`src/shared/twu_regs.vh`:
```
// constants of the timed write unlock block
`ifndef TWU_REGS_VH
`define TWU_REGS_VH
`define TWU_KEY_ADDR 8'hC7
`define TWU_KEY_FIRST 8'hAA
`define TWU_KEY_SECOND 8'h55
`define TWU_ARM_MC 2'h3
`define TWU_OPEN_MC 2'h3
`define TWU_CNT_ZERO 2'h0
`define TWU_CNT_ONE 2'h1
`define TWU_WIN_RST 1'h0
`define TWU_POR_SET 1'h1
`define TWU_WDT_RST 8'h00
`define TWU_ROM_RST 3'h0
`define TWU_WAIT_RST 1'h0
`define TWU_POR_RST 1'h0
`endif

```
`src/logic/twu_unlock.v`:
```
// timed write unlock guarding the critical control bits
`timescale 1ns/1ps
`include "twu_regs.vh"
module twu_unlock (
    // clock and reset
    input wire clk,
    input wire nrst,
    // core special function register write path
    input wire sfr_wr,
    input wire [7:0] sfr_addr,
    input wire [7:0] sfr_wdata,
    // one pulse per machine cycle from the core sequencer
    input wire mc_tick,
    // write attempts to the protected bits
    input wire wdt_ctl_wr,
    input wire [7:0] wdt_ctl_wdata,
    input wire rom_size_wr,
    input wire [2:0] rom_size_wdata,
    input wire wait_ctl_wr,
    input wire wait_ctl_wdata,
    input wire por_flag_wr,
    input wire por_flag_wdata,
    // hardware set of the power-on/fail flag
    input wire por_flag_set,
    // protected bits and window state
    output reg [7:0] wdt_ctl_r,
    output reg [2:0] rom_size_r,
    output reg wait_ctl_r,
    output reg por_flag_r,
    output reg window_open_r
);

    localparam ST_IDLE = 2'h0;
    localparam ST_ARMED = 2'h1;
    localparam ST_OPEN = 2'h2;

    reg [1:0] state_r;
    reg [1:0] state_nxt;
    reg [1:0] cnt_r;
    reg [1:0] cnt_nxt;
    reg window_open_nxt;
    reg [7:0] wdt_ctl_nxt;
    reg [2:0] rom_size_nxt;
    reg wait_ctl_nxt;
    reg por_flag_nxt;
    wire key_wr;
    wire key_first;
    wire key_second;
    wire key_other;
    wire cnt_last;
    wire win;

    // write to the unlock key register carrying a given value
    function key_is;
        input wr;
        input [7:0] addr;
        input [7:0] data;
        input [7:0] key;
        begin
            key_is = wr && (addr == `TWU_KEY_ADDR) && (data == key);
        end
    endfunction

    // a machine cycle boundary that uses up the last count
    function cnt_ends;
        input tick;
        input [1:0] cnt;
        begin
            cnt_ends = tick && (cnt == `TWU_CNT_ONE);
        end
    endfunction

    // count down one machine cycle, holding at zero
    function [1:0] cnt_step;
        input tick;
        input [1:0] cnt;
        begin
            if (tick && (cnt != `TWU_CNT_ZERO)) begin
                cnt_step = cnt - `TWU_CNT_ONE;
            end else begin
                cnt_step = cnt;
            end
        end
    endfunction

    // a protected write goes through only inside the window
    function wr_ok;
        input wr;
        input open;
        begin
            wr_ok = wr && open;
        end
    endfunction

    assign key_wr = sfr_wr && (sfr_addr == `TWU_KEY_ADDR);
    assign key_first = key_is(sfr_wr, sfr_addr, sfr_wdata, `TWU_KEY_FIRST);
    assign key_second = key_is(sfr_wr, sfr_addr, sfr_wdata, `TWU_KEY_SECOND);
    assign key_other = key_wr && !key_first && !key_second;
    assign cnt_last = cnt_ends(mc_tick, cnt_r);
    assign win = (state_r == ST_OPEN);

    // sequence: idle, waiting for second key, window open
    always @* begin
        state_nxt = state_r;
        cnt_nxt = cnt_r;
        case (state_r)
            ST_IDLE: begin
                // a lone second key is ignored here
                if (key_first) begin
                    state_nxt = ST_ARMED;
                    cnt_nxt = `TWU_ARM_MC;
                end
            end
            ST_ARMED: begin
                // a key write in the cycle of a tick wins over the tick
                if (key_second) begin
                    state_nxt = ST_OPEN;
                    cnt_nxt = `TWU_OPEN_MC;
                end else if (key_first) begin
                    cnt_nxt = `TWU_ARM_MC;
                end else if (key_other) begin
                    state_nxt = ST_IDLE;
                    cnt_nxt = `TWU_CNT_ZERO;
                end else if (cnt_last) begin
                    // wait expired: a late second key finds the block idle
                    state_nxt = ST_IDLE;
                    cnt_nxt = `TWU_CNT_ZERO;
                end else begin
                    cnt_nxt = cnt_step(mc_tick, cnt_r);
                end
            end
            ST_OPEN: begin
                // a fresh first key closes the window and restarts the wait
                if (key_first) begin
                    state_nxt = ST_ARMED;
                    cnt_nxt = `TWU_ARM_MC;
                end else if (cnt_last) begin
                    state_nxt = ST_IDLE;
                    cnt_nxt = `TWU_CNT_ZERO;
                end else begin
                    cnt_nxt = cnt_step(mc_tick, cnt_r);
                end
            end
            default: begin
                state_nxt = ST_IDLE;
                cnt_nxt = `TWU_CNT_ZERO;
            end
        endcase
        window_open_nxt = (state_nxt == ST_OPEN);
    end

    // protected bits: writes outside the window are dropped
    always @* begin
        wdt_ctl_nxt = wdt_ctl_r;
        rom_size_nxt = rom_size_r;
        wait_ctl_nxt = wait_ctl_r;
        por_flag_nxt = por_flag_r;
        if (wr_ok(wdt_ctl_wr, win)) begin
            wdt_ctl_nxt = wdt_ctl_wdata;
        end
        if (wr_ok(rom_size_wr, win)) begin
            rom_size_nxt = rom_size_wdata;
        end
        if (wr_ok(wait_ctl_wr, win)) begin
            wait_ctl_nxt = wait_ctl_wdata;
        end
        // hardware set wins over a software clear in the same cycle
        if (por_flag_set) begin
            por_flag_nxt = `TWU_POR_SET;
        end else if (wr_ok(por_flag_wr, win)) begin
            por_flag_nxt = por_flag_wdata;
        end
    end

    // sequence state and machine cycle counter
    always @(posedge clk) begin
        if (!nrst) begin
            state_r <= ST_IDLE;
            cnt_r <= `TWU_CNT_ZERO;
        end else begin
            state_r <= state_nxt;
            cnt_r <= cnt_nxt;
        end
    end

    // window flag follows the open state from its own flip-flop
    always @(posedge clk) begin
        if (!nrst) begin
            window_open_r <= `TWU_WIN_RST;
        end else begin
            window_open_r <= window_open_nxt;
        end
    end

    // watchdog control bits
    always @(posedge clk) begin
        if (!nrst) begin
            wdt_ctl_r <= `TWU_WDT_RST;
        end else begin
            wdt_ctl_r <= wdt_ctl_nxt;
        end
    end

    // program memory size setting
    always @(posedge clk) begin
        if (!nrst) begin
            rom_size_r <= `TWU_ROM_RST;
        end else begin
            rom_size_r <= rom_size_nxt;
        end
    end

    // wait state control
    always @(posedge clk) begin
        if (!nrst) begin
            wait_ctl_r <= `TWU_WAIT_RST;
        end else begin
            wait_ctl_r <= wait_ctl_nxt;
        end
    end

    // power-on/power-fail flag
    always @(posedge clk) begin
        if (!nrst) begin
            por_flag_r <= `TWU_POR_RST;
        end else begin
            por_flag_r <= por_flag_nxt;
        end
    end

endmodule // twu_unlock

```
`config.mk`:
```
export PLATFORM = sky130hd
export DESIGN_NAME = twu_unlock
export DESIGN_NICKNAME = d
export VERILOG_FILES = /design/src/logic/twu_unlock.v
export VERILOG_INCLUDE_DIRS = /design/src /design/src/shared
export SDC_FILE = /design/constraint.sdc
export NUM_CORES = 1
export LEC_CHECK = 0
export ABC_AREA = 1
export CORE_ASPECT_RATIO = 1.5
export CORE_MARGIN = 5
export CORE_UTILIZATION = 30
export DETAILED_ROUTE_END_ITERATION = 6
export DONT_BUFFER_PORTS = 1
export SLEW_MARGIN = 20
export SYNTH_ARGS = -nofsm -noshare
export SYNTH_HDL_FRONTEND = slang
export SYNTH_SLANG_ARGS = --single-unit
export TNS_END_PERCENT = 20
```
`constraint.sdc`:
```
create_clock -name clk -period 2.8 [get_ports clk]
set_input_delay 0 -clock clk [delete_from_list [all_inputs] [get_ports clk]]
set_output_delay 0 -clock clk [all_outputs]
set_load 0.005 [all_outputs]
```
==> results_dict.tcl <==
set metrics [dict create \
    outcome "complete, no violations" \
    clock_path_buffers 2 \
    num-fill-cells 318 \
    htreeDepth 1 \
    drt-pass1-iter-count 4 \
    reg2reg_slack_ns 0.47 \
    path_clk_slew_ns 0.07 \
    vias 1044 \
    drtIter0Drc 60 \
    final_cell_mix "nand2_1 (48), dlygate4sd3_1 (27), nand3_1 (24)" \
    p_total_w 0.000494 \
    drc_errors 0 \
    slew-limit-headroom_pct 72.2 \
    die_w_microns 56.4 \
    ant_nets 0 \
    cpMaxStageDelayCell "dlygate4sd3_1" \
    slew_viol_final 0 \
    whs_endpoint "state_r[1]$_SDFF_PN0_" \
    ios 52 \
    synth.avg_cell_area_sq_um 6.46 \
    ir_drop_uv 218 \
    tightestPinTransition_ns 0.416 \
    grtUsageTotal_pct 11.5 \
    clock_tree.root_cell "clkbuf_8" \
    final_nets 219 \
    path_buf_inv 3 \
    endpoint_kind "flop" \
    areaGrowthSynthToFinish_pct 36.4 \
    grt_max_degree 19 \
    numCtsBuffers 3 \
    path_cells "inv_2 > nor2_4 > nand3_1 > dlygate4sd3_1 > a21oi_1 > dlygate4sd3_1" \
    max_cap_violations 0 \
    worstPathRequired_ns 2.99 \
    ys_warn_count 0 \
    grt-ovfl-total 0 \
    num_antenna_cells 0 \
    min_path_type "primary input to flop" \
    crit_fanout 18 \
    cpPeakStageDelay_ns 0.60 \
    core-area_sq_mm 0.00313 \
    holdPathStages 3 \
    crit_type "flop to flop" \
    utilization_pct 42.3 \
    hp-start "mc_tick" \
    cp-start-kind "flop" \
    port_buffers 0 \
    fin_worst_skew_ns 0.00197 \
    rsz0062_at_grt "no" \
    synth.distinct_cells 18 \
    setup_viol 0 \
    cp_common_cell "dlygate4sd3_1" \
    period_share_pct 83.3 \
    grt_pass1_wl_mm 4.27 \
    hpwl_mm 1.86 \
    start_util_pct 31.0 \
    dieArea_sq_mm 0.00449 \
    cts.sinks 18 \
    cts_tree "done" \
    drive_gt1_share_pct 6.18 \
    cp_data_arrival_time_ns 2.52 \
    clkLatencyLatePin_ns 0.24 \
    p_per_area_mw_per_mm2 373 \
    synth-seq-cells 18 \
    antenna_found_initial 0 \
    rr_startpoint "state_r[1]$_SDFF_PN0_" \
    wire_per_inst_microns 12.2 \
    gp_congestion 0.823 \
    worstReg2RegEnd "rom_size_r[2]$_SDFFE_PN0P_" \
    cts_resized 0 \
    ff2ff_path_depth 6 \
    synth_cells 150 \
    syn_area_sq_um 970 \
    rows 25 \
    final_common_cell "nand2_1" \
    power_leakage_nw 0.549 \
    drt_wl_total_mm 2.66 \
    finalHoldViolCount 0 \
    via_per_inst 4.79 \
    max_freq_mhz 429 \
    crit_family "buffers and inverters" \
    fin_crit_ns 2.33 \
    ys_seq_area_share_pct 37.2 \
    dieHeight_microns 79.6 \
    setup-tns-final_ns 0 \
    grt_pass1_vias 1013 \
    synth_nets 190 \
]
-- worst reg2reg max path, stage by stage, from the launching register on --
cell,delay [ns]
dfxtp_1,0.39
inv_2,0.09
nor2_4,0.34
nand3_1,0.15
dlygate4sd3_1,0.60
a21oi_1,0.15
dlygate4sd3_1,0.56
-- how the worst max path moves through the flow --
| stage | startpoint | endpoint | slack, ns | depth (start not counted) |
|---|---|---|---|---|
| after floorplan | cnt_r[0]$_SDFFE_PN0P_ | cnt_r[0]$_SDFFE_PN0P_ | 1.60 | 12 |
| after global placement | state_r[1]$_SDFF_PN0_ | wdt_ctl_r[0]$_SDFFE_PN0P_ | 1.49 | 5 |
| after detailed placement | state_r[1]$_SDFF_PN0_ | wdt_ctl_r[7]$_SDFFE_PN0P_ | 1.41 | 5 |
| after CTS | state_r[1]$_SDFF_PN0_ | rom_size_r[0]$_SDFFE_PN0P_ | 0.55 | 6 |
| after global routing | state_r[1]$_SDFF_PN0_ | rom_size_r[2]$_SDFFE_PN0P_ | 0.35 | 6 |
| final | state_r[1]$_SDFF_PN0_ | rom_size_r[2]$_SDFFE_PN0P_ | 0.47 | 6 |
-- synthesized netlist by cell type --
master,count,area share [%]
nand3_1,24,12
nand2_1,48,19
buf_4,1,0.77
nand3b_1,1,0.77
ha_1,2,2.6
clkbuf_1,1,0.39
dfxtp_1,18,37
nor2_2,2,1.3
buf_6,1,1.2
a21oi_2,2,1.8
inv_2,1,0.39
o21ai_0,1,0.52
nand3_2,1,1.0
nor2_4,1,1.2
nor3_1,1,0.52
nor2_1,10,3.9
a21oi_1,16,8.3
inv_1,19,7.4
-- what timing repair did --
action,4_1_cts,5_1_grt
setup buffers,0,0
endpoints found under the hold margin,17,0
setup endpoints to repair,0,0
hold buffers,27,0
-- report_power, final --
part / internal (W) / switching [W]
registers: 0.000257 / 0.000000716
clock network: 0.000125 / 0.0000786
logic: 0.0000186 / 0.0000143
-- state kept, by name, summed over array words and instances, names as in the netlist --
register       flops
wdt_ctl_r          8
cnt_r              2
wait_ctl_r         1
window_open_r      1
por_flag_r         1
rom_size_r         3
state_r            2
-- kinds of logic after synthesis --
logic type / synth area share, %
adders and majority gates: 2.58
and+or+nand+nor: 39.6
buffers and inverters: 10.1
AOI/OAI and AO/OA: 10.6
DFF: 37.2
-- through the flow --
| stage | cell area (sq um) | setup WS [ns] | hold slack (ns) | cells |
|---|---|---|---|---|
| finish | 1320 | 0.467 | 0.0832 | 218 |
| global route | 1320 | 0.354 | 0.0934 | 218 |
| CTS | 1320 | 0.551 | 0.0764 | 218 |
| detailed placement | 997 | 1.41 | 0.109 | 187 |
| global placement | 997 | 1.49 | 0.104 | 187 |
| floorplan | 970 | 1.60 | 0.0976 | 150 |
-- layer usage --
metal | GRT usage, % | up-vias | share of wire (%)
li1 | - | 532 | -
met1 | 11.7 | 456 | 37
met2 | 22.3 | 54 | 52
met3 | 3.40 | 2 | 9.9
met4 | 2.85 | 0 | 0.34
met5 | 0 | - | 0
-- layout make-up --
cell class | instances | area (sq um) | area share [%]
Sequential cell | 18 | 360 | 27.2
Clock buffer | 4 | 55.1 | 4.16
Tap cell | 40 | 50.0 | 3.78
Inverter | 20 | 75.1 | 5.68
Multi-Input combinational cell | 109 | 512 | 38.7
Timing Repair Buffer | 27 | 270 | 20.4
Power figures use the tool's default switching activity.
